**src/rtl/tdc_regs_pkg.sv**
```systemverilog
// package: register map, field layout, reset values and timing of the tdc register bank
package tdc_regs_pkg;

	// ------------------------------------------------------------
	// register offsets (low 16 address bits, inside the base window)
	// ------------------------------------------------------------
	localparam logic [15:0] OFF_CONTROL = 16'h1000;
	localparam logic [15:0] OFF_STATUS = 16'h1002;
	localparam logic [15:0] OFF_RELOC_ADDR = 16'h1006;
	localparam logic [15:0] OFF_RELOC_SEL = 16'h1008;
	localparam logic [15:0] OFF_IRQ_LEVEL = 16'h100a;
	localparam logic [15:0] OFF_IRQ_VECTOR = 16'h100c;
	localparam logic [15:0] OFF_SLOT = 16'h100e;
	localparam logic [15:0] OFF_MCAST_BASE = 16'h1010;
	localparam logic [15:0] OFF_MCAST_CTRL = 16'h1012;
	localparam logic [15:0] OFF_MOD_RESET = 16'h1014;
	localparam logic [15:0] OFF_SW_CLEAR = 16'h1016;
	localparam logic [15:0] OFF_EVENT_RESET = 16'h1018;
	localparam logic [15:0] OFF_TRIGGER = 16'h101a;
	localparam logic [15:0] OFF_TRIG_COUNT = 16'h101c;
	localparam logic [15:0] OFF_EVENTS_HELD = 16'h1020;
	localparam logic [15:0] OFF_FILL_THR = 16'h1022;
	localparam logic [15:0] OFF_BLOCK_EVENTS = 16'h1024;
	localparam logic [15:0] OFF_FW_REV = 16'h1026;
	localparam logic [15:0] OFF_INJECT = 16'h1028;
	localparam logic [15:0] OFF_OUT_SEL = 16'h102c;
	localparam logic [15:0] OFF_OPCODE = 16'h102e;
	localparam logic [15:0] OFF_HANDSHAKE = 16'h1030;
	localparam logic [15:0] OFF_FLASH_SEL = 16'h1032;
	localparam logic [15:0] OFF_FLASH_DATA = 16'h1034;
	localparam logic [15:0] OFF_SCRATCH_WIDE = 16'h1200;
	localparam logic [15:0] OFF_SCRATCH_NARROW = 16'h1204;

	// ------------------------------------------------------------
	// field positions
	// ------------------------------------------------------------
	localparam int CTRL_TEST_FIFO_BIT = 8;
	localparam int STAT_DATA_READY_BIT = 0;
	localparam int STAT_ALMOST_FULL_BIT = 1;
	localparam int STAT_TRG_MATCH_BIT = 3;
	localparam int HS_WRITE_OK_BIT = 0;
	localparam int HS_READ_OK_BIT = 1;

	// ------------------------------------------------------------
	// reset values and limits
	// ------------------------------------------------------------
	localparam logic [15:0] CONTROL_RESET = 16'h0000;
	localparam logic [2:0] IRQ_LEVEL_RESET = 3'h0;
	localparam logic [7:0] IRQ_VECTOR_RESET = 8'hdd;
	localparam logic [4:0] SLOT_RESET = 5'h1f;
	localparam logic [7:0] MCAST_BASE_RESET = 8'haa;
	localparam logic [15:0] FILL_THR_RESET = 16'h0040;
	localparam logic [15:0] FILL_THR_MAX = 16'h7fdf;
	localparam logic [7:0] BLOCK_EVENTS_RESET = 8'h00;
	localparam logic FLASH_SEL_RESET = 1'b1;

	// ------------------------------------------------------------
	// timing: serial flash clock half period
	// ------------------------------------------------------------
	localparam int CLK_PERIOD_PS = 4000;
	localparam int SCK_HALF_NS = 25;
	localparam int SCK_HALF_CYC = (SCK_HALF_NS * 1000 + CLK_PERIOD_PS - 1) / CLK_PERIOD_PS;
	localparam int FLASH_BITS = 8;

endpackage

```
**src/rtl/flash_if.sv**
```systemverilog
// interface: byte request and answer between the register bank and the flash shifter
`timescale 1ns/1ps
interface flash_if;
	logic start;
	logic [7:0] txByte;
	logic done;
	logic [7:0] rxByte;

	modport requester (output start, output txByte, input done, input rxByte);
	modport shifter (input start, input txByte, output done, output rxByte);
endinterface

```
**src/rtl/tdc_register_bank.sv**
```systemverilog
// module: software visible control and status registers of the multihit tdc board
`timescale 1ns/1ps
module tdc_register_bank
	import tdc_regs_pkg::*;
#(
	parameter logic [7:0] FW_REVISION = 8'h01 // arbitrary value
)(
	// clock and reset
	input wire logic ref_clk,
	input wire logic rst,
	// module bus access
	input wire logic [7:0] baseSwitch,
	input wire logic busRead,
	input wire logic busWrite,
	input wire logic [23:0] busAddr,
	input wire logic [31:0] busWdata,
	output logic busAck,
	output logic [31:0] busRdata,
	// interrupt
	input wire logic iackReq,
	input wire logic [2:0] iackLevel,
	output logic irqRequest,
	output logic [2:0] irqLevel,
	// acquisition side
	input wire logic extTrigger,
	input wire logic trgMatch,
	input wire logic [15:0] bufferWords,
	input wire logic [15:0] eventsHeld,
	output logic triggerPulse,
	output logic moduleReset,
	output logic clearPulse,
	output logic tdcGlobalReset,
	output logic eventReset,
	output logic tdcDataBlock,
	output logic injectValid,
	output logic [31:0] injectData,
	output logic [4:0] slotPositionCode,
	output logic [7:0] blockEventCount,
	output logic [15:0] chainControl,
	output logic [15:0] outputSelect,
	// controller handshake
	input wire logic ctrlReadOk,
	input wire logic ctrlWriteOk,
	input wire logic [15:0] ctrlOpcodeIn,
	output logic ctrlOpcodeWrite,
	output logic ctrlOpcodeRead,
	output logic [15:0] ctrlOpcodeOut,
	// serial flash
	output logic flashCsN,
	output logic flashSck,
	output logic flashMosi,
	input wire logic flashMiso
);
	import tdc_regs_pkg::*;

	// ------------------------------------------------------------
	// state
	// ------------------------------------------------------------
	typedef struct packed {
		logic [15:0] control;
		logic [7:0] relocAddr;
		logic relocSel;
		logic [2:0] irqLevel;
		logic [7:0] irqVector;
		logic [4:0] slot;
		logic [7:0] mcastBase;
		logic [15:0] mcastCtrl;
		logic [15:0] fillThr;
		logic [7:0] blockEvents;
		logic [31:0] inject;
		logic [15:0] outSel;
		logic [15:0] opcode;
		logic flashCsN;
		logic [31:0] scratchWide;
		logic [15:0] scratchNarrow;
		logic [31:0] trigCount;
		logic almostFull;
		logic irqReq;
		logic busAck;
		logic [31:0] busRdata;
		logic modReset;
		logic clear;
		logic evReset;
		logic trigPulse;
		logic injValid;
		logic opWrite;
		logic opRead;
		logic flashStart;
		logic [7:0] flashTx;
		logic flashWait;
	} bank_t;

	bank_t s_q;
	bank_t s_d;
	logic [7:0] activeBase;
	logic [15:0] off;
	logic inWindow;
	logic inMcast;

	flash_if fl ();

	// defaults shared by the hardware reset and the module reset command
	function automatic bank_t resetState();
		bank_t r;
		r = '0;
		r.control = CONTROL_RESET;
		r.irqLevel = IRQ_LEVEL_RESET;
		r.irqVector = IRQ_VECTOR_RESET;
		r.slot = SLOT_RESET;
		r.mcastBase = MCAST_BASE_RESET;
		r.fillThr = FILL_THR_RESET;
		r.blockEvents = BLOCK_EVENTS_RESET;
		r.flashCsN = FLASH_SEL_RESET;
		return r;
	endfunction

	function automatic logic hit(input logic [15:0] a, input logic [15:0] o);
		return a == o;
	endfunction

	// ------------------------------------------------------------
	// address decode
	// ------------------------------------------------------------
	always_comb begin
		activeBase = s_q.relocSel ? s_q.relocAddr : baseSwitch;
		off = busAddr[15:0];
		// only the selected base answers; the other one is dead
		inWindow = busAddr[23:16] == activeBase;
		inMcast = busWrite && (busAddr[23:16] == s_q.mcastBase);
	end

	// ------------------------------------------------------------
	// next state
	// ------------------------------------------------------------
	always_comb begin
		s_d = s_q;
		s_d.busAck = 1'b0;
		s_d.modReset = 1'b0;
		s_d.clear = 1'b0;
		s_d.evReset = 1'b0;
		s_d.trigPulse = extTrigger;
		s_d.injValid = 1'b0;
		s_d.opWrite = 1'b0;
		s_d.opRead = 1'b0;
		s_d.flashStart = 1'b0;

		// level compare, so the flag follows the count both ways
		s_d.almostFull = bufferWords >= s_q.fillThr;

		if (s_q.flashWait) begin
			// bus is held until the byte has gone through the shifter
			if (fl.done) begin
				s_d.flashWait = 1'b0;
				s_d.busAck = 1'b1;
				s_d.busRdata = {24'h000000, fl.rxByte};
			end
		end else if (iackReq && (s_q.irqLevel != 3'h0) && (iackLevel == s_q.irqLevel)) begin
			s_d.busAck = 1'b1;
			s_d.busRdata = {24'h000000, s_q.irqVector};
		end else if ((busRead || busWrite) && inWindow && hit(off, OFF_MOD_RESET)) begin
			// read or write alike restores the whole bank
			s_d = resetState();
			s_d.busAck = 1'b1;
			s_d.modReset = 1'b1;
		end else if (busRead && inWindow) begin
			s_d.busAck = 1'b1;
			s_d.busRdata = 32'h00000000;
			unique case (off)
				OFF_CONTROL: s_d.busRdata = {16'h0000, s_q.control};
				OFF_STATUS: begin
					s_d.busRdata[STAT_DATA_READY_BIT] = eventsHeld != 16'h0000;
					s_d.busRdata[STAT_ALMOST_FULL_BIT] = s_q.almostFull;
					s_d.busRdata[STAT_TRG_MATCH_BIT] = trgMatch;
				end
				OFF_RELOC_ADDR: s_d.busRdata = {24'h000000, s_q.relocAddr};
				OFF_IRQ_LEVEL: s_d.busRdata = {29'h00000000, s_q.irqLevel};
				OFF_IRQ_VECTOR: s_d.busRdata = {24'h000000, s_q.irqVector};
				OFF_SLOT: s_d.busRdata = {27'h0000000, s_q.slot};
				OFF_MCAST_BASE: s_d.busRdata = {24'h000000, s_q.mcastBase};
				OFF_MCAST_CTRL: s_d.busRdata = {16'h0000, s_q.mcastCtrl};
				OFF_TRIG_COUNT: s_d.busRdata = s_q.trigCount;
				OFF_EVENTS_HELD: s_d.busRdata = {16'h0000, eventsHeld};
				OFF_FILL_THR: s_d.busRdata = {16'h0000, s_q.fillThr};
				OFF_BLOCK_EVENTS: s_d.busRdata = {24'h000000, s_q.blockEvents};
				OFF_FW_REV: s_d.busRdata = {24'h000000, FW_REVISION};
				OFF_INJECT: s_d.busRdata = s_q.inject;
				OFF_OUT_SEL: s_d.busRdata = {16'h0000, s_q.outSel};
				OFF_OPCODE: begin
					s_d.busRdata = {16'h0000, ctrlOpcodeIn};
					s_d.opRead = 1'b1;
				end
				OFF_HANDSHAKE: begin
					s_d.busRdata[HS_READ_OK_BIT] = ctrlReadOk;
					s_d.busRdata[HS_WRITE_OK_BIT] = ctrlWriteOk;
				end
				OFF_FLASH_SEL: s_d.busRdata = {31'h00000000, s_q.flashCsN};
				OFF_FLASH_DATA: begin
					// a read clocks in one byte while sending zeros
					s_d.busAck = 1'b0;
					s_d.flashStart = 1'b1;
					s_d.flashTx = 8'h00;
					s_d.flashWait = 1'b1;
				end
				OFF_SCRATCH_WIDE: s_d.busRdata = s_q.scratchWide;
				OFF_SCRATCH_NARROW: s_d.busRdata = {16'h0000, s_q.scratchNarrow};
				default: s_d.busRdata = 32'h00000000;
			endcase
		end else if (busWrite && inWindow) begin
			s_d.busAck = 1'b1;
			unique case (off)
				OFF_CONTROL: s_d.control = busWdata[15:0];
				OFF_RELOC_ADDR: s_d.relocAddr = busWdata[7:0];
				OFF_RELOC_SEL: s_d.relocSel = busWdata[0];
				OFF_IRQ_LEVEL: s_d.irqLevel = busWdata[2:0];
				OFF_IRQ_VECTOR: s_d.irqVector = busWdata[7:0];
				OFF_SLOT: s_d.slot = busWdata[4:0];
				OFF_MCAST_BASE: s_d.mcastBase = busWdata[7:0];
				OFF_MCAST_CTRL: s_d.mcastCtrl = busWdata[15:0];
				OFF_SW_CLEAR: s_d.clear = 1'b1;
				OFF_EVENT_RESET: s_d.evReset = 1'b1;
				OFF_TRIGGER: s_d.trigPulse = 1'b1;
				OFF_FILL_THR: begin
					// clamp so the threshold can always be reached
					s_d.fillThr = (busWdata[15:0] > FILL_THR_MAX) ? FILL_THR_MAX : busWdata[15:0];
				end
				OFF_BLOCK_EVENTS: s_d.blockEvents = busWdata[7:0];
				OFF_INJECT: begin
					s_d.inject = busWdata;
					s_d.injValid = s_q.control[CTRL_TEST_FIFO_BIT];
				end
				OFF_OUT_SEL: s_d.outSel = busWdata[15:0];
				OFF_OPCODE: begin
					s_d.opcode = busWdata[15:0];
					s_d.opWrite = 1'b1;
				end
				OFF_FLASH_SEL: s_d.flashCsN = busWdata[0];
				OFF_FLASH_DATA: begin
					s_d.busAck = 1'b0;
					s_d.flashStart = 1'b1;
					s_d.flashTx = busWdata[7:0];
					s_d.flashWait = 1'b1;
				end
				OFF_SCRATCH_WIDE: s_d.scratchWide = busWdata;
				OFF_SCRATCH_NARROW: s_d.scratchNarrow = busWdata[15:0];
				default: s_d.busAck = 1'b1;
			endcase
		end else if (inMcast) begin
			// broadcast cycles reach only the readout tuning registers
			s_d.busAck = 1'b1;
			unique case (off)
				OFF_FILL_THR: begin
					s_d.fillThr = (busWdata[15:0] > FILL_THR_MAX) ? FILL_THR_MAX : busWdata[15:0];
				end
				OFF_BLOCK_EVENTS: s_d.blockEvents = busWdata[7:0];
				default: s_d.busAck = 1'b1;
			endcase
		end

		// uses the level being written, so a zero level stops the request at once
		s_d.irqReq = s_d.almostFull && (s_d.irqLevel != 3'h0);

		// counter: the clear wins over a trigger in the same cycle
		if (s_d.clear || s_d.modReset) begin
			s_d.trigCount = 32'h00000000;
		end else if (s_d.trigPulse && trgMatch) begin
			s_d.trigCount = s_q.trigCount + 32'h00000001;
		end
	end

	always_ff @(posedge ref_clk) begin
		if (rst) begin
			s_q <= resetState();
		end else begin
			s_q <= s_d;
		end
	end

	// ------------------------------------------------------------
	// flash shifter
	// ------------------------------------------------------------
	assign fl.start = s_q.flashStart;
	assign fl.txByte = s_q.flashTx;

	flash_shifter u_shifter (
		.ref_clk(ref_clk),
		.rst(rst),
		.req(fl.shifter),
		.flashSck(flashSck),
		.flashMosi(flashMosi),
		.flashMiso(flashMiso)
	);

	// ------------------------------------------------------------
	// outputs
	// ------------------------------------------------------------
	assign busAck = s_q.busAck;
	assign busRdata = s_q.busRdata;
	assign irqRequest = s_q.irqReq;
	assign irqLevel = s_q.irqLevel;
	assign triggerPulse = s_q.trigPulse;
	assign moduleReset = s_q.modReset;
	assign clearPulse = s_q.clear;
	assign tdcGlobalReset = s_q.clear;
	assign eventReset = s_q.evReset;
	assign tdcDataBlock = s_q.control[CTRL_TEST_FIFO_BIT];
	assign injectValid = s_q.injValid;
	assign injectData = s_q.inject;
	assign slotPositionCode = s_q.slot;
	assign blockEventCount = s_q.blockEvents;
	assign chainControl = s_q.mcastCtrl;
	assign outputSelect = s_q.outSel;
	assign ctrlOpcodeWrite = s_q.opWrite;
	assign ctrlOpcodeRead = s_q.opRead;
	assign ctrlOpcodeOut = s_q.opcode;
	assign flashCsN = s_q.flashCsN;
endmodule

```
**src/rtl/flash_shifter.sv**
```systemverilog
// module: shifts one byte out to and one byte in from the serial flash
`timescale 1ns/1ps
module flash_shifter
	import tdc_regs_pkg::*;
(
	// clock and reset
	input wire logic ref_clk,
	input wire logic rst,
	// byte request
	flash_if.shifter req,
	// serial pins
	output logic flashSck,
	output logic flashMosi,
	input wire logic flashMiso
);
	import tdc_regs_pkg::*;

	typedef struct packed {
		logic busy;
		logic [7:0] div;
		logic [3:0] bits;
		logic [7:0] txSh;
		logic [7:0] rxSh;
		logic sck;
		logic mosi;
		logic done;
	} shift_t;

	localparam logic [7:0] HALF_LAST = 8'(SCK_HALF_CYC - 1);
	localparam logic [3:0] BITS_LAST = 4'(FLASH_BITS - 1);

	shift_t s_q;
	shift_t s_d;

	// ------------------------------------------------------------
	// mode 0: data changes while clock low, sampled on rising edge
	// ------------------------------------------------------------
	always_comb begin
		s_d = s_q;
		s_d.done = 1'b0;
		if (!s_q.busy) begin
			if (req.start) begin
				s_d.busy = 1'b1;
				s_d.div = 8'h00;
				s_d.bits = 4'h0;
				s_d.txSh = {req.txByte[6:0], 1'b0};
				s_d.mosi = req.txByte[7];
				s_d.sck = 1'b0;
			end
		end else if (s_q.div != HALF_LAST) begin
			s_d.div = s_q.div + 8'h01;
		end else begin
			s_d.div = 8'h00;
			if (!s_q.sck) begin
				s_d.sck = 1'b1;
				s_d.rxSh = {s_q.rxSh[6:0], flashMiso};
			end else begin
				s_d.sck = 1'b0;
				if (s_q.bits == BITS_LAST) begin
					s_d.busy = 1'b0;
					s_d.done = 1'b1;
				end else begin
					s_d.bits = s_q.bits + 4'h1;
					s_d.mosi = s_q.txSh[7];
					s_d.txSh = {s_q.txSh[6:0], 1'b0};
				end
			end
		end
	end

	always_ff @(posedge ref_clk) begin
		if (rst) begin
			s_q <= '0;
		end else begin
			s_q <= s_d;
		end
	end

	assign req.done = s_q.done;
	assign req.rxByte = s_q.rxSh;
	assign flashSck = s_q.sck;
	assign flashMosi = s_q.mosi;
endmodule

```
**config.mk**
```make
export PLATFORM = sky130hd
export DESIGN_NAME = tdc_register_bank
export DESIGN_NICKNAME = d
export VERILOG_FILES = /design/src/rtl/tdc_regs_pkg.sv /design/src/rtl/flash_if.sv /design/src/rtl/tdc_register_bank.sv /design/src/rtl/flash_shifter.sv
export SDC_FILE = /design/constraint.sdc
export NUM_CORES = 1
export LEC_CHECK = 0
export BUFFER_PORTS_ARGS = -buffer_cell sky130_fd_sc_hd__buf_4
export CAP_MARGIN = 20
export CORE_MARGIN = 8
export CORE_UTILIZATION = 40
export DETAILED_ROUTE_END_ITERATION = 8
export PLACE_DENSITY = 0.65
export SYNTH_ARGS = -nofsm -noshare
export SYNTH_HDL_FRONTEND = slang
export SYNTH_SLANG_ARGS = --single-unit
```
**constraint.sdc**
```tcl
create_clock -name ref_clk -period 3.25 [get_ports ref_clk]
set_input_delay 0.325 -clock ref_clk [delete_from_list [all_inputs] [get_ports ref_clk]]
set_output_delay 0.325 -clock ref_clk [all_outputs]
set_load 0.05 [all_outputs]
```
==> flow_summary_export.csv, run 1 <==
group,metric,value,unit
pwr,ir_drop,315,uV
worst_setup_path,cp_cell_sequence,"mux2i_1, xor2_1, or4b_2, nor4_2, buf_6, o21a_1, buf_4, nand3_1, a21oi_1",
flow_run,maxCapViolations,0,
worst_setup_path,r2r_slack,0.18,ns
finish,n_fill_cell,3885,
yosys,syn-cell-area,0.0162,sq mm
drt,totalWireLength,69300,microns
timing,worst_slew_pin_slew,0.906,ns
yosys,post-synth-top-count-cell,"dfxtp_1",
drt,via_per_inst,6.01,
drt,wl_per_cell,25.3,microns
worst_setup_path,r2r-end,"chainControl[12]",
yosys,syn_nets,2170,
die,die-area,0.0472,sq mm
worst_setup_path,setup.worst_path.end,"chainControl[12]",
worst_setup_path,crit_type,"flip-flop to flip-flop",
yosys,async_flop_share,0,%
worst_setup_path,critical-path-max-stage-delay,0.72,ns
die,ios,267,
placed_design,io_buffers,266,
placed_design,placed_area,0.0186,sq mm
drt,first_iter_violations,1967,
yosys,synth_seq_area_share,39.1,%
die,die_w,217,microns
outcome,outcome,"complete, no violations",
cts,htree_levels,2,
die,coreArea,0.0399,sq mm
cts,tritoncts,"yes",
yosys,netlist_instances,2025,
worst_setup_path,arrival,3.53,ns
die,start_util,40.6,%
yosys,synth_top_area_cell,"dfxtp_1",
worst_setup_path,start_kind,"flip-flop",
worst_hold_path,min_path_type,"input port to flip-flop",
timing,final_hold_viol_count,0,
timing,min_period,3.07,ns
cts,clock_path_buffers,3,
timing,period_share,94.4,%
grt,antenna_found_initial,3,
timing,fmax,0.326,GHz
finish,drive_gt1_share,23.2,%
timing,fin_tns_setup,0,ns
worst_setup_path,slowest_stage,"or4b_2",
yosys,ys_top_cells_by_area,"dfxtp_1, nand2_1, a21oi_1, buf_4, nand3_1",
worst_setup_path,cp.required,3.71,ns
worst_setup_path,endpoint_kind,"flip-flop",
yosys,avgSynthCellArea,8.01,sq um
cts,cts_hold_buf,0,
worst_setup_path,r2r-start,"s_q[261]",
grt,grt_pass1_vias,15900,
yosys,synthFlopType,"dfxtp_1",
cts,root_buffer,"clkbuf_16",
yosys,synth_common_cells,"dfxtp_1, nand2_1, a21oi_1, clkbuf_1",
drt,drtPass1Iterations,7,
timing,setup_viol,0,
worst_setup_path,r2r.worst_path.cells,9,
worst_setup_path,crit_start,"s_q[261]",
finish,final_cell_area,0.0198,sq mm
worst_setup_path,cp_max_fo,16,
die,rows,73,
grt,grt_start_max_net_pins,83,
cts,cts.reportedPaths.clkPinSlew,0.06,ns
drt,drt.antenna.violating_nets,0,
cts,clk_latency,0.55,ns
cts,cts.sinks,317,
finish,num-nets-final,2336,
yosys,ys_ff_latch,317,
grt,grt_remaining_overflow,0,
drt,route.detailed.drc,0,
timing,whs,0.0274,ns
grt,grt_pass1_wl,103000,microns
yosys,synth_top_area_share,39.1,%
worst_hold_path,holdCritStartpoint,"flashMiso",
placed_design,place.gp.congestion,1.03,
pwr,power_density,429,mW/mm^2
yosys,synth_edf_count,0,
grt,track_usage,28.2,%
timing,finClkSkew,0.0156,ns
timing,rsz0062_at_grt,"false",
yosys,yosys_warnings,0,
die,die_h,217,microns
pwr,leakagePower,7.30,nW
timing,slew_headroom,39.4,%
yosys,synth.distinct_cells,77,
cts,cts_inserted_buffers,36,
finish,syn2layout_area_growth,22.4,%
drt,vias,16500,
timing,report.final.slew_viol_count,0,
placed_design,dp.final_hpwl,52900,microns
cells in the final DEF, fill, tap and decap left out, types with 20 or more instances in the layout:
master / instances
nor3_1: 22
dfxtp_1: 316
a221oi_1: 25
ha_1: 20
a22oi_1: 36
nor2_1: 110
o21ai_0: 70
xnor2_1: 31
nand4_1: 20
nand3_1: 128
clkbuf_16: 38
a222oi_1: 39
o31ai_1: 25
inv_1: 34
a21oi_1: 203
nor4_1: 20
mux2i_1: 47
nand2_1: 315
buf_4: 396
final cells by class:
class	instances	area (sq um)	area share (%)
multi-input combinational	1388	8230	41.5
inverter	36	135	0.681
clock buffer	53	1080	5.43
antenna	2	5.00	0.0252
timing repair buffer	412	3280	16.5
clock inverter	9	114	0.574
tap	525	657	3.31
sequential	317	6350	32.0
per-stage QoR:
step | utilization (%) | worst slack [ns] | total power [mW] | cells
global route | 49.7 | 0.0335 | 8.75 | 2742
detailed placement | 46.7 | -0.103 | 4.47 | 2677
finish | 49.7 | 0.183 | 8.51 | 2742
global placement | 46.7 | -0.0906 | 4.47 | 2677
floorplan | - | 0.105 | 4.18 | 2025
CTS | 49.7 | 0.0645 | 8.56 | 2739
registers in the layout, indices dropped and copies added (netlist names), 16 cells and up:
signal / count
s_q: 138
busRdata: 32
injectData: 32
u_shifter.s_q: 20
chainControl: 16
ctrlOpcodeOut: 16
outputSelect: 16
power by group:
part / internal (mW) / switching, mW / total, mW
combinational: 0.185 / 0.317 / 0.502
clock: 2.46 / 1.66 / 4.12
sequential: 3.89 / 0.00483 / 3.89
metal layers:
layer	track usage [%]	up-vias	part of all wire (%)
li1	-	7502	-
met3	5.77	128	9.7
met5	0	-	0.019
met4	9.42	2	3.0
met1	38.8	7995	43
met2	43.5	844	44
cells by family after synthesis:
family | count (synthesis) | synth area share [%]
DFF | 317 | 39.1
adders and majority gates | 20 | 1.54
buffers and inverters | 320 | 10.6
and+or+nand+nor | 750 | 22.3
muxes | 49 | 3.04
xor gates and xnor gates | 37 | 2.00
AOI/OAI and AO/OA | 532 | 21.4
worst min-delay path by stage:
stage          depth (start not counted)                       to  slack (ns)
3_5_place_dp                           2                 s_q[111]        0.44
2_1_floorplan                          2              busRdata[0]        0.42
5_1_grt                                3                 s_q[117]        0.04
6_report                               3  u_shifter.req.rxByte[0]        0.03
3_3_place_gp                           2                 s_q[106]        0.44
4_1_cts                                3  u_shifter.req.rxByte[0]        0.02
worst max-delay path: cells and delay by family (launching register included):
kind	cells	cell delay, ns
AOI/OAI and AO/OA	2	0.45
muxes	1	0.26
and+or+nand+nor	3	1.18
DFF	1	0.44
xor gates and xnor gates	1	0.19
buffers and inverters	2	0.46
what timing repair did:
| action | 4_1_cts | 5_1_grt |
|---|---|---|
| endpoints found under the setup margin | 0 | 107 |
| gates resized for setup | 0 | 2 |
| buffers inserted | 0 | 0 |
Note: power is estimated with default switching activity, not from simulation.
==> inputs of run 2 (changes only) <==
- CORE_UTILIZATION: 40 -> 25
- PLACE_DENSITY: 0.65 -> 0.46
- SYNTH_HIERARCHICAL: not set -> 1
==> flow_summary_export.csv, run 2 <==
group,metric,value,unit
timing,rsz0062_at_grt,"false",
drt,via_per_inst,5.25,
pwr,p_sw,2.09,mW
placed_design,place.gp.congestion,0.942,
timing,report.final.slew_viol_count,0,
grt,grt_start_max_net_pins,74,
cts,tritoncts,"yes",
timing,setup_viol,0,
die,die_h,272,microns
pwr,power,8.81,mW
cts,cts_inserted_buffers,39,
grt,grt_remaining_overflow,0,
die,die-area,0.0738,sq mm
worst_setup_path,crit_type,"flip-flop to flip-flop",
die,coreArea,0.0646,sq mm
placed_design,io_buffers,266,
finish,largest_reg_flops,138,
yosys,synth.distinct_cells,84,
die,ios,267,
timing,finClkSkew,0.0191,ns
drt,drt.antenna.violating_nets,0,
cts,clk_latency,0.56,ns
timing,fin_tns_setup,0,ns
pwr,swShare,23.8,%
yosys,synth_top_area_share,38.8,%
outcome,outcome,"complete, no violations",
yosys,yosys_warnings,6,
yosys,synth_seq_area_share,38.8,%
pwr,clkPwrFrac,50.3,%
grt,track_usage,19.3,%
drt,first_iter_violations,1556,
finish,syn2layout_area_growth,22.6,%
cts,root_buffer,"clkbuf_16",
drt,drtPass1Iterations,8,
cts,post_cts_buffers,0,
drt,totalWireLength,74900,microns
yosys,async_flop_share,0,%
worst_setup_path,arrival,3.49,ns
worst_setup_path,endpoint_kind,"flip-flop",
cts,cts_hold_buf,0,
die,die_w,272,microns
finish,num-nets-final,2265,
yosys,netlist_instances,1993,
grt,grt_pass1_wl,108000,microns
pwr,power.internal,6.72,mW
timing,slew_headroom,33.3,%
yosys,post-synth-top-count-cell,"dfxtp_1",
finish,top_register,"s_q",
timing,period_share,94.3,%
cts,cts.reportedPaths.clkPinSlew,0.06,ns
die,start_util,25.3,%
drt,route.detailed.drc,0,
finish,layout_commonest_cell,"buf_4",
grt,grt_pass1_vias,15600,
yosys,synth_edf_count,0,
worst_hold_path,min_path_type,"input port to flip-flop",
finish,drive_gt1_share,22.1,%
yosys,synth_common_cells,"dfxtp_1, nand2_1, a21oi_1, buf_4, nand3_1",
finish,n_fill_cell,6903,
yosys,ys_ff_latch,317,
pwr,leakagePower,7.23,nW
cts,cts_resized,0,
cts,cts.sinks,317,
timing,final_hold_viol_count,0,
timing,worst_slew_pin_slew,0.988,ns
yosys,synthFlopType,"dfxtp_1",
worst_setup_path,cp.required,3.68,ns
pwr,power_density,440,mW/mm^2
yosys,avgSynthCellArea,8.20,sq um
pwr,ir_drop,335,uV
finish,final_cell_mix,"buf_4, dfxtp_1, nand2_1",
yosys,synth_top_area_cell,"dfxtp_1",
cts,clock_path_buffers,3,
cts,htree_levels,2,
drt,vias,15800,
pwr,pwr-share-comb,5.5,%
die,rows,93,
worst_setup_path,cp_max_fo,14,
timing,fmax,0.326,GHz
yosys,syn_nets,2138,
grt,antenna_found_initial,1,
drt,wl_per_cell,24.9,microns
yosys,ys_top_cells_by_area,"dfxtp_1, nand2_1, buf_4, a21oi_1, nand3_1",
flow_run,maxCapViolations,0,
worst_setup_path,start_kind,"flip-flop",
placed_design,dp.final_hpwl,56800,microns
pwr,p_seq_share,44.2,%
timing,min_period,3.07,ns
yosys,syn-cell-area,0.0163,sq mm
==> run 2: cell types whose count changed after synthesis, sizes merged, moves of 17 or more <==
| cell | before | now |
|---|---|---|
| clkbuf | 134 | 93 |
| buf | 150 | 187 |
| nand2 | 315 | 285 |
| a22o | 10 | 33 |
| or3 | 10 | 33 |
| o31ai | 26 | 6 |
| a222oi | 39 | 21 |
| a21oi | 203 | 186 |
==> run 2: power by group through the flow <==
stage          clock (mW)  sequential, mW  combinational (mW)
6_report             4.43            3.90               0.489
5_1_grt              4.69            3.89               0.517
4_1_cts              4.54            3.89               0.485
3_5_place_dp            0            3.98               0.484
3_3_place_gp            0            3.98               0.481
2_1_floorplan           0            3.98               0.195
==> run 2: worst max-delay path, cell delays in order, from the launching register on <==
cell     delay, ns
dfxtp_1       0.30
buf_4         0.19
mux2i_1       0.25
xnor2_1       0.14
or4_1         0.76
nor4_4        0.32
buf_4         0.24
a31o_2        0.41
buf_4         0.26
a21oi_1       0.05
==> run 2: cell families (layout without fill, tap and decap cells) <==
logic type                 count (synthesis)  in the layout  share of synthesized area [%]
muxes                                     31             31                           1.90
and+or+nand+nor                          740            740                           23.1
DFF                                      317            317                           38.8
other                                      0              2                              0
buffers and inverters                    320            476                           11.0
adders and majority gates                 20             20                           1.53
xor gates and xnor gates                  34             34                           1.82
AOI/OAI and AO/OA                        531            531                           21.8
==> run 2: path summary, 6_finish.rpt <==
| path | from | to | slack (ns) | cells after the start |
|---|---|---|---|---|
| worst max-delay path | s_q[261] | s_q[82] | 0.18 | 9 |
| worst min-delay path | busWdata[23] | injectData[23] | 0.05 | 3 |
| worst max register to register | s_q[261] | s_q[82] | 0.18 | 9 |
| worst min register to register | s_q[124] | s_q[124] | 0.45 | 2 |
==> run 2: stage by stage <==
step | setup slack, ns | instance area (sq um) | hold WS (ns) | std cells | util (%)
after floorplan | 0.588 | 16300 | 0.431 | 1993 | -
after global placement | 0.0903 | 18700 | 0.437 | 2933 | 29.0
after detailed placement | 0.0771 | 18700 | 0.444 | 2933 | 29.0
after CTS | 0.174 | 20000 | 0.0183 | 3003 | 31.0
after global routing | 0.0621 | 20000 | 0.0425 | 3004 | 31.0
final | 0.185 | 20000 | 0.0515 | 3006 | 31.0
==> run 2: metal layers <==
layer / share of wire [%] / GRT usage (%) / vias to the layer above
met5: 0.025 / 0 / -
met4: 3.1 / 6.12 / 2
met3: 6.5 / 3.36 / 117
met2: 48 / 32.8 / 625
met1: 42 / 24.6 / 7694
li1: - / - / 7352
==> run 2: cell type report <==
class,instances,area (sq um),share of cell area [%]
flip-flops and latches,317,6350,31.7
inverters,40,150,0.749
multi-input cells,1356,8270,41.3
well taps,855,1070,5.34
diodes,2,5.00,0.0250
repair buffers,366,2910,14.5
clock buffers,59,1170,5.86
clock inverters,11,111,0.556
